**src/core/wrs_pkg.sv**
```systemverilog
// Purpose: shared constants of the reset supervisor and watchdog
// Assumes: I_CLK is the oscillator clock; one machine cycle is twelve clocks
// Notes: times are kept in their own unit, cycle counts derive from them
package wrs_pkg;
   // clock
   localparam int CLK_PERIOD_NS = 100;
   localparam int MC_DIV = 12;
   // special function register addresses
   localparam logic [7:0] ADDR_WDOG_RELOAD = 8'h00_A6;
   localparam logic [7:0] ADDR_WDOG_KEY = 8'h00_AE;
   localparam logic [7:0] ADDR_POWER_CTRL = 8'h00_87;
   // field positions and values
   localparam int POWER_CTRL_LV_DIS_BIT = 5;
   localparam int RELOAD_FIELD_W = 7;
   localparam logic [7:0] WDOG_KEY_DISABLE = 8'h00_55;
   localparam logic [7:0] WDOG_KEY_RESET = 8'h00_00;
   localparam logic LV_DIS_RESET = 1'b0;
   // watchdog
   localparam int WDOG_WIDTH = 22;
   localparam int WDOG_PULSE_MC = 32768;
   localparam int WDOG_PULSE_CYC = WDOG_PULSE_MC * MC_DIV;
   // low-voltage detector
   localparam int LV_FILT_NS = 1000;
   localparam int LV_FILT_CYC = (LV_FILT_NS + CLK_PERIOD_NS - 1) / CLK_PERIOD_NS;
   localparam int LV_HOLD_MS = 10;
   localparam int LV_HOLD_CYC = (LV_HOLD_MS * 1000000 + CLK_PERIOD_NS - 1) / CLK_PERIOD_NS;
   // usb bus reset detection
   localparam int USB_SE0_MIN = 4;
   localparam int USB_SE0_LO = 4;
   localparam int USB_SE0_HI = 8;
endpackage

```
**src/core/wrs_filt_if.sv**
```systemverilog
// Purpose: carries a raw level into the noise filter and the clean level back
// Assumes: single clock domain
// Notes: none
`timescale 1ns/10ps
interface wrs_filt_if;
   logic raw;
   logic filt;
   modport filt_side (input raw, output filt);
   modport user_side (output raw, input filt);
endinterface

```
**src/core/wrs_filter.sv**
```systemverilog
// Purpose: noise-cancelling filter; output follows input after DEPTH steady cycles
// Assumes: raw is synchronous to i_clk
// Notes: output resets to inactive
`timescale 1ns/10ps
module wrs_filter
   import wrs_pkg::*;
#(
   parameter int DEPTH = LV_FILT_CYC
) (
   input wire logic i_clk,
   input wire logic i_arst_n,
   wrs_filt_if.filt_side fif
);
   localparam int CW = (DEPTH > 1) ? $clog2(DEPTH) : 1;
   localparam logic [CW-1:0] LAST = CW'(DEPTH - 1);

   if (DEPTH < 3) begin : g_chk
      $error("filter depth must be at least 3");
   end

   logic [CW-1:0] cnt_r;
   logic filt_r;

   // count cycles in which input disagrees with output
   always_ff @(posedge i_clk or negedge i_arst_n) begin
      if (!i_arst_n) begin
         cnt_r <= '0;
      end else if (fif.raw == filt_r || cnt_r == LAST) begin
         cnt_r <= '0;
      end else begin
         cnt_r <= cnt_r + 1'b1;
      end
   end

   always_ff @(posedge i_clk or negedge i_arst_n) begin
      if (!i_arst_n) begin
         filt_r <= 1'b0;
      end else if (fif.raw != filt_r && cnt_r == LAST) begin
         filt_r <= fif.raw;
      end
   end

   assign fif.filt = filt_r;

   property p_filt_steady;
      @(posedge i_clk) disable iff (!i_arst_n)
      $rose(filt_r) |-> $past(fif.raw, 1) && $past(fif.raw, 2) && $past(fif.raw, 3);
   endproperty
   a_filt_steady: assert property (p_filt_steady)
      else $error("filter output rose without steady input");
endmodule

```
**src/core/wrs_top.sv**
```systemverilog
// Purpose: reset supervisor and watchdog; merges four reset sources
// Assumes: SFR bus and pins are synchronous to I_CLK (oscillator clock)
// Notes: no clock gating, so idle and power-down leave this logic running
// Contract
// - internal reset asserts when pin, low voltage, watchdog or usb reset requests
// - internal reset also drives programmable logic module reset, active low
// - low supply resets; reset held 10ms after supply recovers
// - low-voltage reset enabled at power-up; software may disable it afterwards
// - disable control is power control bit 5, writing one disables
// - low-voltage reset logic works in idle and power-down modes
// - low-voltage indication filtered about 1us so short dips are ignored
// - single-ended zero seen 4 to 8 times sets the usb reset flag; the code sets it on consecutive cycle SE0_MIN+1 (5 by default)
// - with usb reset enable set, usb bus reset also resets the device
// - watchdog counter is 22 bits, counts once per machine cycle when enabled
// - watchdog resets the device when counter overflows after 4194304 counts
// - timeout is 12 times 2^22 oscillator periods
// - reload write loads bits 6..0 into the counter's seven top bits
// - writing zero to reload clears the whole counter
// - watchdog disabled only while key holds 55h
// - watchdog enabled at power-up and after every reset
// - watchdog and reset circuitry stay active in idle mode
// - watchdog reset pulse lasts 12 times 2^15 oscillator periods
`timescale 1ns/10ps
module wrs_top
   import wrs_pkg::*;
#(
   parameter int WD_WIDTH = WDOG_WIDTH,
   parameter int WD_PULSE = WDOG_PULSE_CYC,
   parameter int LV_HOLD = LV_HOLD_CYC,
   parameter int LV_FILT = LV_FILT_CYC,
   parameter int SE0_MIN = USB_SE0_MIN
) (
   input wire logic I_CLK,
   input wire logic I_ARST_N,
   input wire logic [7:0] I_SFR_ADDR,
   input wire logic [7:0] I_SFR_WDATA,
   input wire logic I_SFR_WR,
   input wire logic I_SFR_RD,
   output logic [7:0] O_SFR_RDATA,
   input wire logic I_RESET_PIN_N,
   input wire logic I_LV_LOW,
   input wire logic I_USB_SE0,
   input wire logic I_USB_RESET_ENABLE,
   input wire logic I_USB_FLAG_CLR,
   output logic O_USB_RESET_FLAG,
   output logic O_CPU_RST,
   output logic O_PLM_RST_N
);
   localparam int PW = $clog2(WD_PULSE + 1);
   localparam int HW = $clog2(LV_HOLD + 1);
   localparam int SW = $clog2(SE0_MIN + 1);
   localparam int MW = $clog2(MC_DIV);
   localparam logic [MW-1:0] MC_LAST = MW'(MC_DIV - 1);
   localparam logic [PW-1:0] PULSE_LOAD = PW'(WD_PULSE);
   localparam logic [HW-1:0] HOLD_LOAD = HW'(LV_HOLD);
   localparam logic [SW-1:0] SE0_LOAD = SW'(SE0_MIN);

   if (WD_WIDTH < RELOAD_FIELD_W + 1) begin : g_chk_wd
      $error("watchdog width too small for the reload field");
   end
   if (WD_PULSE < 2 || LV_HOLD < 2) begin : g_chk_len
      $error("pulse and hold lengths must be at least 2");
   end
   if (SE0_MIN < USB_SE0_LO || SE0_MIN > USB_SE0_HI) begin : g_chk_se0
      $error("usb single-ended zero count must lie in 4..8");
   end

   logic rst_r;
   logic [MW-1:0] mc_cnt_r;
   logic mc_tick;
   logic [WD_WIDTH-1:0] watchdog_counter;
   logic [7:0] wdog_key_reg;
   logic lv_reset_disable;
   logic wd_enabled;
   logic wd_ovf;
   logic [PW-1:0] wd_pulse_r;
   logic wd_req;
   logic lv_low_f;
   logic [HW-1:0] lv_hold_r;
   logic lv_req;
   logic ext_req;
   logic [SW-1:0] se0_cnt_r;
   logic usb_det;
   logic usb_req;
   logic usb_reset_flag;
   logic wr_reload;
   logic wr_key;
   logic wr_power_ctrl;
   logic [7:0] rdata_nxt;

   assign wr_reload = I_SFR_WR && I_SFR_ADDR == ADDR_WDOG_RELOAD;
   assign wr_key = I_SFR_WR && I_SFR_ADDR == ADDR_WDOG_KEY;
   assign wr_power_ctrl = I_SFR_WR && I_SFR_ADDR == ADDR_POWER_CTRL;

   // low-voltage noise filter
   wrs_filt_if lv_if ();
   assign lv_if.raw = I_LV_LOW;
   assign lv_low_f = lv_if.filt;

   wrs_filter #(
      .DEPTH(LV_FILT)
   ) u_lv_filter (
      .i_clk(I_CLK),
      .i_arst_n(I_ARST_N),
      .fif(lv_if)
   );

   // power control bit 5, cleared by every reset
   always_ff @(posedge I_CLK or negedge I_ARST_N) begin
      if (!I_ARST_N) begin
         lv_reset_disable <= LV_DIS_RESET;
      end else if (rst_r) begin
         lv_reset_disable <= LV_DIS_RESET;
      end else if (wr_power_ctrl) begin
         lv_reset_disable <= I_SFR_WDATA[POWER_CTRL_LV_DIS_BIT];
      end
   end

   // low-voltage hold: reloads while supply low, counts down after recovery
   always_ff @(posedge I_CLK or negedge I_ARST_N) begin
      if (!I_ARST_N) begin
         lv_hold_r <= '0;
      end else if (lv_reset_disable) begin
         lv_hold_r <= '0;
      end else if (lv_low_f) begin
         lv_hold_r <= HOLD_LOAD;
      end else if (lv_hold_r != '0) begin
         lv_hold_r <= lv_hold_r - 1'b1;
      end
   end

   assign lv_req = !lv_reset_disable && (lv_low_f || lv_hold_r != '0);

   // external pin request
   assign ext_req = !I_RESET_PIN_N;

   // usb single-ended zero detection
   always_ff @(posedge I_CLK or negedge I_ARST_N) begin
      if (!I_ARST_N) begin
         se0_cnt_r <= '0;
      end else if (!I_USB_SE0) begin
         se0_cnt_r <= '0;
      end else if (se0_cnt_r != SE0_LOAD) begin
         se0_cnt_r <= se0_cnt_r + 1'b1;
      end
   end

   assign usb_det = I_USB_SE0 && se0_cnt_r == SE0_LOAD;

   // usb reset flag, set wins over clear, survives internal reset
   always_ff @(posedge I_CLK or negedge I_ARST_N) begin
      if (!I_ARST_N) begin
         usb_reset_flag <= 1'b0;
      end else if (usb_det) begin
         usb_reset_flag <= 1'b1;
      end else if (I_USB_FLAG_CLR) begin
         usb_reset_flag <= 1'b0;
      end
   end

   assign usb_req = usb_det && I_USB_RESET_ENABLE;

   // machine cycle prescaler
   always_ff @(posedge I_CLK or negedge I_ARST_N) begin
      if (!I_ARST_N) begin
         mc_cnt_r <= '0;
      end else if (rst_r || mc_cnt_r == MC_LAST) begin
         mc_cnt_r <= '0;
      end else begin
         mc_cnt_r <= mc_cnt_r + 1'b1;
      end
   end

   assign mc_tick = mc_cnt_r == MC_LAST;

   // key register, cleared by any reset so the watchdog runs again
   always_ff @(posedge I_CLK or negedge I_ARST_N) begin
      if (!I_ARST_N) begin
         wdog_key_reg <= WDOG_KEY_RESET;
      end else if (rst_r) begin
         wdog_key_reg <= WDOG_KEY_RESET;
      end else if (wr_key) begin
         wdog_key_reg <= I_SFR_WDATA;
      end
   end

   assign wd_enabled = wdog_key_reg != WDOG_KEY_DISABLE;
   assign wd_ovf = wd_enabled && mc_tick && (&watchdog_counter);

   // watchdog counter
   always_ff @(posedge I_CLK or negedge I_ARST_N) begin
      if (!I_ARST_N) begin
         watchdog_counter <= '0;
      end else if (rst_r) begin
         watchdog_counter <= '0;
      end else if (wr_reload) begin
         watchdog_counter <= {I_SFR_WDATA[RELOAD_FIELD_W-1:0],
                              {(WD_WIDTH-RELOAD_FIELD_W){1'b0}}};
      end else if (wd_enabled && mc_tick) begin
         watchdog_counter <= watchdog_counter + 1'b1;
      end
   end

   // watchdog reset pulse stretcher
   always_ff @(posedge I_CLK or negedge I_ARST_N) begin
      if (!I_ARST_N) begin
         wd_pulse_r <= '0;
      end else if (wd_ovf) begin
         wd_pulse_r <= PULSE_LOAD;
      end else if (wd_pulse_r != '0) begin
         wd_pulse_r <= wd_pulse_r - 1'b1;
      end
   end

   assign wd_req = wd_pulse_r != '0;

   // merged internal reset, asserted from power-on
   always_ff @(posedge I_CLK or negedge I_ARST_N) begin
      if (!I_ARST_N) begin
         rst_r <= 1'b1;
      end else begin
         rst_r <= ext_req || lv_req || wd_req || usb_req;
      end
   end

   assign O_CPU_RST = rst_r;
   assign O_PLM_RST_N = !rst_r;
   assign O_USB_RESET_FLAG = usb_reset_flag;

   // read data: reload reads zero, reserved bits read zero
   always_comb begin
      rdata_nxt = 8'h00_00;
      if (I_SFR_RD && I_SFR_ADDR == ADDR_WDOG_KEY) begin
         rdata_nxt = wdog_key_reg;
      end else if (I_SFR_RD && I_SFR_ADDR == ADDR_POWER_CTRL) begin
         rdata_nxt[POWER_CTRL_LV_DIS_BIT] = lv_reset_disable;
      end
   end

   always_ff @(posedge I_CLK or negedge I_ARST_N) begin
      if (!I_ARST_N) begin
         O_SFR_RDATA <= 8'h00_00;
      end else begin
         O_SFR_RDATA <= rdata_nxt;
      end
   end

   // helper: cycles of watchdog request since overflow
   logic [PW-1:0] chk_wd_len_r;
   always_ff @(posedge I_CLK or negedge I_ARST_N) begin
      if (!I_ARST_N) begin
         chk_wd_len_r <= '0;
      end else if (wd_ovf) begin
         chk_wd_len_r <= '0;
      end else if (wd_req) begin
         chk_wd_len_r <= chk_wd_len_r + 1'b1;
      end
   end

   property p_ext_rst;
      @(posedge I_CLK) disable iff (!I_ARST_N)
      !I_RESET_PIN_N |=> O_CPU_RST;
   endproperty
   a_ext_rst: assert property (p_ext_rst)
      else $error("pin reset did not assert internal reset");

   property p_plm_rst;
      @(posedge I_CLK) disable iff (!I_ARST_N)
      O_PLM_RST_N == !O_CPU_RST;
   endproperty
   a_plm_rst: assert property (p_plm_rst)
      else $error("logic module reset not inverse of internal reset");

   property p_lv_hold;
      @(posedge I_CLK) disable iff (!I_ARST_N)
      $fell(lv_low_f) && !lv_reset_disable && !wr_power_ctrl |=> O_CPU_RST [*8];
   endproperty
   a_lv_hold: assert property (p_lv_hold)
      else $error("reset not held after supply recovery");

   property p_lv_dis;
      @(posedge I_CLK) disable iff (!I_ARST_N)
      lv_reset_disable |-> !lv_req;
   endproperty
   a_lv_dis: assert property (p_lv_dis)
      else $error("low-voltage request while disabled");

   property p_usb_flag;
      @(posedge I_CLK) disable iff (!I_ARST_N)
      I_USB_SE0 && se0_cnt_r == SE0_LOAD |=> O_USB_RESET_FLAG;
   endproperty
   a_usb_flag: assert property (p_usb_flag)
      else $error("usb reset flag not set after single-ended zero");

   property p_usb_rst;
      @(posedge I_CLK) disable iff (!I_ARST_N)
      usb_det && I_USB_RESET_ENABLE |=> O_CPU_RST;
   endproperty
   a_usb_rst: assert property (p_usb_rst)
      else $error("usb bus reset did not reset device");

   property p_wd_ovf;
      @(posedge I_CLK) disable iff (!I_ARST_N)
      wd_ovf |=> ##1 O_CPU_RST && watchdog_counter == '0;
   endproperty
   a_wd_ovf: assert property (p_wd_ovf)
      else $error("watchdog overflow did not reset");

   property p_wd_reload;
      @(posedge I_CLK) disable iff (!I_ARST_N)
      wr_reload && !rst_r |=>
         watchdog_counter[WD_WIDTH-1 -: RELOAD_FIELD_W] ==
         $past(I_SFR_WDATA[RELOAD_FIELD_W-1:0]) && watchdog_counter[0] == 1'b0;
   endproperty
   a_wd_reload: assert property (p_wd_reload)
      else $error("reload value not placed in counter top bits");

   property p_wd_key;
      @(posedge I_CLK) disable iff (!I_ARST_N)
      wdog_key_reg == WDOG_KEY_DISABLE && !wr_reload && !rst_r |=> $stable(watchdog_counter);
   endproperty
   a_wd_key: assert property (p_wd_key)
      else $error("watchdog counted while disabled by key");

   property p_wd_after_rst;
      @(posedge I_CLK) disable iff (!I_ARST_N)
      O_CPU_RST |=> wdog_key_reg != WDOG_KEY_DISABLE;
   endproperty
   a_wd_after_rst: assert property (p_wd_after_rst)
      else $error("watchdog not re-enabled by reset");

   property p_wd_pulse_len;
      @(posedge I_CLK) disable iff (!I_ARST_N)
      $fell(wd_req) && !$past(wd_ovf) |-> chk_wd_len_r == PULSE_LOAD;
   endproperty
   a_wd_pulse_len: assert property (p_wd_pulse_len)
      else $error("watchdog reset pulse has wrong length");

   property p_mc_rate;
      @(posedge I_CLK) disable iff (!I_ARST_N)
      mc_tick |=> !mc_tick [*8];
   endproperty
   a_mc_rate: assert property (p_mc_rate)
      else $error("machine cycle tick too frequent");
endmodule

```
**config.mk**
```make
export PLATFORM = sky130hd
export DESIGN_NAME = wrs_top
export DESIGN_NICKNAME = d
export VERILOG_FILES = /design/src/core/wrs_pkg.sv /design/src/core/wrs_filt_if.sv /design/src/core/wrs_filter.sv /design/src/core/wrs_top.sv
export SDC_FILE = /design/constraint.sdc
export NUM_CORES = 1
export LEC_CHECK = 0
export ABC_AREA = 0
export BUFFER_PORTS_ARGS = -buffer_cell sky130_fd_sc_hd__buf_2
export CORE_ASPECT_RATIO = 0.75
export CORE_MARGIN = 5
export CORE_UTILIZATION = 59
export DETAILED_ROUTE_END_ITERATION = 10
export PLACE_DENSITY = 0.79
export SETUP_SLACK_MARGIN = 0.3
export SLEW_MARGIN = 25
export SYNTH_ARGS = -nofsm -noshare
export SYNTH_HDL_FRONTEND = slang
export SYNTH_SLANG_ARGS = --single-unit
```
**constraint.sdc**
```tcl
create_clock -name I_CLK -period 2.95 [get_ports I_CLK]
set_input_delay 0.59 -clock I_CLK [delete_from_list [all_inputs] [get_ports I_CLK]]
set_output_delay 0.59 -clock I_CLK [all_outputs]
set_load 0.05 [all_outputs]
```
==> results of run 1 <==
cell usage in the layout (no fill, tap or decap), drive strengths merged, types with 12 or more instances in the layout:
cell    instances
dfrtp          88
nor2           67
buf            44
nand2          33
xor2           29
nand3          25
xnor2          22
a21oi          22
inv            15
and3           12
nand4          12
a211oi         12
layout make-up:
class / count / area [um2]
multi-input combinational: 321 / 1980
sequential: 89 / 2230
inverter: 13 / 48.8
tap: 101 / 126
fill: 568 / 2410
timing repair buffer: 44 / 258
clock buffer: 10 / 138
clock inverter: 6 / 40.0
cell families after synthesis:
group / count (synthesis)
simple gates: 203
mux: 3
compound gates: 56
buf+inv: 26
fa+ha+maj: 8
xor+xnor: 51
flops: 89
per-stage QoR:
| stage | cell area (um2) | util | hold WS [ps] | total power, mW |
|---|---|---|---|---|
| 6_report | 4810 | 0.666 | 278 | 2.41 |
| 2_1_floorplan | 4300 | - | 294 | 1.57 |
| 3_3_place_gp | 4630 | 0.640 | 449 | 1.65 |
| 5_1_grt | 4810 | 0.666 | 328 | 2.53 |
| 4_1_cts | 4810 | 0.666 | 297 | 2.43 |
| 3_5_place_dp | 4630 | 0.641 | 458 | 1.66 |
layer usage:
| metal | up-vias | GRT usage | share of wire |
|---|---|---|---|
| met4 | 0 | 0.0505 | 0.0084 |
| met3 | 8 | 0.0449 | 0.048 |
| met2 | 78 | 0.321 | 0.48 |
| met5 | - | 0 | 0 |
| li1 | 1608 | - | - |
| met1 | 1620 | 0.281 | 0.46 |
worst max-delay path, cell delays in order, from the launching register on:
cell	delay (ps)
dfrtp_1	410
or4_1	620
or4_1	550
nor2_2	260
buf_4	200
o41ai_1	70
a21oi_1	180
timing repair:
action	CTS	global route
gates resized for setup	0	1
hold buffers	0	0
setup endpoints to repair	0	3
hold endpoints to repair	0	0
where the power goes:
part | switching [mW] | total (mW) | internal [mW]
clock network | 0.440 | 0.771 | 0.331
logic | 0.164 | 0.287 | 0.123
registers | 0.0666 | 1.35 | 1.28
total | 0.670 | 2.41 | 1.74
worst max path at each step:
stage	startpoint	to	slack, ps
5_1_grt	wd_pulse_r[15]	wd_pulse_r[11]	420
6_report	wd_pulse_r[15]	wd_pulse_r[7]	570
2_1_floorplan	lv_hold_r[3]	O_CPU_RST	630
3_3_place_gp	lv_hold_r[3]	O_CPU_RST	590
3_5_place_dp	wd_pulse_r[13]	wd_pulse_r[7]	500
4_1_cts	wd_pulse_r[15]	wd_pulse_r[7]	470
==> impl_metrics.toml, run 1 <==
[sta]
max_slew_margin = 0.480
worst_slew_pin_slew_ps = 770
grt_setup_unrepaired = "false"
fin_tns_setup_ps = 0
finalHoldViolCount = 0
fmax_ghz = 0.421
fin_crit_sh = 0.805
finClkSkew_ps = 14.2
drv_slew = 0
setup_violations = 0
fin_crit_ps = 2380
setup_slack_ps = 574

[power_and_ir_drop]
p_per_area_nw_per_um2 = 500
p_leak_nw = 2.19
vdd_drop_max_mv = 0.293

[synth]
synth_top_area_share = 0.512
synth_xor_area_frac = 0.104
synthSimpleGateAreaFrac = 0.240
syn_area_um2 = 4300
synth_cell_types = 43
async_reset_ff_frac = 1.00
synth.most_common_cell = "dfrtp_1"
synthFlopType = "dfrtp_1"
synth_top_family_by_area = "simple AND/OR/NAND/NOR gates"
post_synth.cell_area_avg_um2 = 9.87
synth_top_cell_by_area = "dfrtp_1"
ys_warn_count = 0
yosys-top-cells-area = "dfrtp_1, xor2_1, nor2_1, xnor2_1, nand3_1"
synth.top_cells.by_count = "dfrtp_1, nor2_1, nand2_1"
yosysSeqAreaShare = 0.518
synth_mux_area_frac = 0.00727
synth_compound_area_frac = 0.0829
synth-seq-cells = 89
syn_nets = 469
synth_edf_count = 0
syn-instance-count = 436
synth_adder_area_share = 0.0233

[cells_and_area]
nets = 511
areaGrowthSynthToFinish_pct = 11.9
drive_gt1_frac = 0.149
regMostFlops = "watchdog_counter"
largest_register_ffs = 22
reg_top3 = "watchdog_counter (22), wd_pulse_r (19), lv_hold_r (17)"
instances_no_fill = 584
num_antenna_cells = 0

[drt]
vias = 3314
first_pass_iters = 5
drtAntennaViolNets = 0
drc = 0
via_per_inst = 5.67
drt_iter0_drc = 165
wire_per_inst_um = 14.7
routed_wirelength_mm = 8.56

[setup_path]
critPathMaxFanout = 8
r2r_start = "wd_pulse_r[15]"
critPathKind = "flop to flop"
worstPathArrival_ps = 2640
end_kind = "flop"
cp-start-kind = "flop"
reg2reg_slack_ps = 570
r2r_cells = 6
required_ps = 3210
r2r_end = "wd_pulse_r[7]"

[global_route]
grt_pass1_wl_mm = 14.8
grt_use_total = 0.202
antenna_found_initial = 0
overflow = 0
grt_max_degree = 55
grt_pass1_vias = 3160

[clock_tree]
path_clk_slew_ps = 90
cts_root_buf = "clkbuf_8"
cts_tree = "built"
clockBufferDepth = 2
clock-sinks = 89
clkLatencyLatePin_ps = 360
postCtsSetupBuffers = 0
htreeDepth = 3
cts_buffers = 9

[floorplan]
start_util = 0.595
fp.dieH_um = 84.0
num_io_pins = 36
dieArea_um2 = 9120
num_rows = 27
core_area_um2 = 7230
dieWidth_um = 109

[place]
io_buffer_count = 35
placedCellCount = 568
dp_hpwl_mm = 6.00
place_ws_ps = 502
gp_congestion = 0.837

[hold_path]
hp-class = "input port to async pin"

[status]
outcome = "completed"

[job]
drv_cap = 0
Power figures use the tool's default switching activity.
==> run 2: changes to the inputs <==
--- a/config.mk
+++ b/config.mk
@@ -5,13 +5,13 @@
 export SDC_FILE = /design/constraint.sdc
 export NUM_CORES = 1
 export LEC_CHECK = 0
-export ABC_AREA = 0
+export ABC_AREA = 1
 export BUFFER_PORTS_ARGS = -buffer_cell sky130_fd_sc_hd__buf_2
 export CORE_ASPECT_RATIO = 0.75
 export CORE_MARGIN = 5
-export CORE_UTILIZATION = 59
+export CORE_UTILIZATION = 61
 export DETAILED_ROUTE_END_ITERATION = 10
-export PLACE_DENSITY = 0.79
+export PLACE_DENSITY = 0.8
 export SETUP_SLACK_MARGIN = 0.3
 export SLEW_MARGIN = 25
 export SYNTH_ARGS = -nofsm -noshare
==> constraint.sdc (replaced) <==
create_clock -name I_CLK -period 2.48 [get_ports I_CLK]
set_input_delay 0.496 -clock I_CLK [delete_from_list [all_inputs] [get_ports I_CLK]]
set_output_delay 0.496 -clock I_CLK [all_outputs]
set_load 0.05 [all_outputs]
==> impl_metrics.toml, run 2 <==
[status]
outcome = "completed"

[setup_path]
r2r_end = "wd_pulse_r[0]"
critPathMaxFanout = 11
reg2reg_slack_ps = 620
required_ps = 1980
worstPathArrival_ps = 1580
r2r_cells = 7
end_kind = "output port"
cp-start-kind = "flop"
r2r_start = "wd_pulse_r[0]"
critPathKind = "flop to output port"

[drt]
vias = 4474
wire_per_inst_um = 13.3
drt_iter0_drc = 433
routed_wirelength_mm = 11.1
via_per_inst = 5.35
dr_wl_met2_mm = 5.03
drtAntennaViolNets = 0
first_pass_iters = 5
highest_layer = "met4"
route.met3.wl_um = 632
drc = 0
wl_met1_mm = 5.35

[synth]
synthSimpleGateAreaFrac = 0.370
synth_edf_count = 0
async_reset_ff_frac = 1.00
synth_adder_area_share = 0.0197
synth_top_cell_by_area = "dfrtp_1"
synth_top_family_by_area = "simple AND/OR/NAND/NOR gates"
synthFlopType = "dfrtp_1"
post_synth.cell_area_avg_um2 = 7.39
syn-instance-count = 687
synth.most_common_cell = "nand2_1"
synth.top_cells.by_count = "nand2_1, nor2_1, inv_1"
synth_xor_area_frac = 0.0259
yosysSeqAreaShare = 0.439
yosys-top-cells-area = "dfrtp_1, nand2_1, nor2_1, inv_1, nand3_1"
syn_nets = 720
syn_area_um2 = 5080
synth_mux_area_frac = 0
synth-seq-cells = 89
ys_warn_count = 0
synth_top_area_share = 0.434
synth_cell_types = 39
synth_compound_area_frac = 0.0587

[power_and_ir_drop]
p_leak_nw = 2.91
vdd_drop_max_mv = 0.304
power.total_mw = 2.79
p_per_area_nw_per_um2 = 504

[clock_tree]
cts_buffers = 9
cts_tree = "built"
cts_resized = 0
htreeDepth = 3
postCtsSetupBuffers = 0
clock-sinks = 89
cts_root_buf = "clkbuf_8"
clkLatencyLatePin_ps = 370
cts_hold_buf = 0
path_clk_slew_ps = 90
clockBufferDepth = 2

[sta]
max_slew_margin = 0.553
grt_setup_unrepaired = "false"
finalHoldViolCount = 0
setup_violations = 0
fin_tns_setup_ps = 0
setup_slack_ps = 399
finClkSkew_ps = 12.3
drv_slew = 0
worst_slew_pin_slew_ps = 671
fmax_ghz = 0.481
fin_crit_ps = 2080
fin_crit_sh = 0.839

[place]
gp_congestion = 0.932
io_buffer_count = 35
placed_area_um2 = 5350
dp_hpwl_mm = 8.41
place_ws_ps = 535

[cells_and_area]
nets = 759
largest_register_ffs = 22
utilization = 0.692
areaGrowthSynthToFinish_pct = 8.92
most-common-layout-cells = "nand2_1, nor2_1, inv_1"
reg_top3 = "watchdog_counter (22), wd_pulse_r (19), lv_hold_r (17)"
drive_gt1_frac = 0.130
regMostFlops = "watchdog_counter"
num_antenna_cells = 0
final_common_cell = "nand2_1"
postLayoutCellArea_um2 = 5530

[floorplan]
dieWidth_um = 115
num_io_pins = 36
core_area_um2 = 7990
num_rows = 28
dieArea_um2 = 10300
start_util = 0.635
fp.dieH_um = 89

[hold_path]
hp-class = "input port to async pin"

[global_route]
grt_max_degree = 55
grt_use_total = 0.237
grt_pass1_vias = 4236
antenna_found_initial = 0
grt_pass1_wl_mm = 19.3
overflow = 0

[job]
drv_cap = 0
-- run 2: changes by cell type in the layout (fill, tap and decap cells not counted), sizes merged, moves of 11 or more --
cell / before / now
and3: 12 / 1
xor2: 29 / 14
a211oi: 12 / 0
nor2: 67 / 139
o21ai: 9 / 22
nand2: 33 / 168
inv: 15 / 98
xnor2: 22 / 1
nand3: 25 / 61
-- run 2: how the worst max path moves through the flow --
stage	start	to	slack, ps	cells past startpoint
after CTS	O_CPU_RST	O_PLM_RST_N	400	2
after global placement	I_SFR_ADDR[6]	watchdog_counter[18]	620	10
final	O_CPU_RST	O_PLM_RST_N	400	2
after global routing	O_CPU_RST	O_PLM_RST_N	340	2
after detailed placement	I_SFR_ADDR[6]	watchdog_counter[20]	540	10
after floorplan	O_CPU_RST	watchdog_counter[15]	420	7
-- run 2: through the flow --
step | std cells | hold slack (ps)
after floorplan | 687 | 200
after global placement | 820 | 455
after detailed placement | 820 | 458
after CTS | 836 | 176
after global routing | 836 | 203
final | 836 | 151
-- run 2: power by group --
part / switching (mW) / total, mW / internal (mW)
sequential: 0.0464 / 1.54 / 1.49
clock: 0.532 / 0.931 / 0.399
combinational: 0.211 / 0.318 / 0.108
-- run 2: critical path: stages (launching register included) --
cell      delay, ps
dfstp_2         680
clkinv_1        260
buf_2           280
-- run 2: per-layer routing --
| metal | track usage | vias to the layer above |
|---|---|---|
| li1 | - | 2247 |
| met1 | 0.332 | 2086 |
| met2 | 0.382 | 126 |
| met3 | 0.0487 | 15 |
| met4 | 0.0608 | 0 |
| met5 | 0 | - |
-- run 2: area by class of cell --
type,instances,area [um2]
clock inverter,5,41.3
sequential,89,2230
tap,105,131
clock buffer,11,141
fill,663,2460
inverter,99,373
timing repair buffer,37,205
multi-input combinational,490,2410
-- run 2: kinds of logic (layout without fill, tap and decap cells) --
| kind of cell | after synthesis | after routing |
|---|---|---|
| AO/OA/AOI/OAI | 53 | 53 |
| XOR/XNOR | 15 | 15 |
| adder cells (fa/ha/maj) | 8 | 8 |
| buffers and inverters | 108 | 152 |
| flip-flops | 89 | 89 |
| AND/OR/NAND/NOR | 414 | 414 |
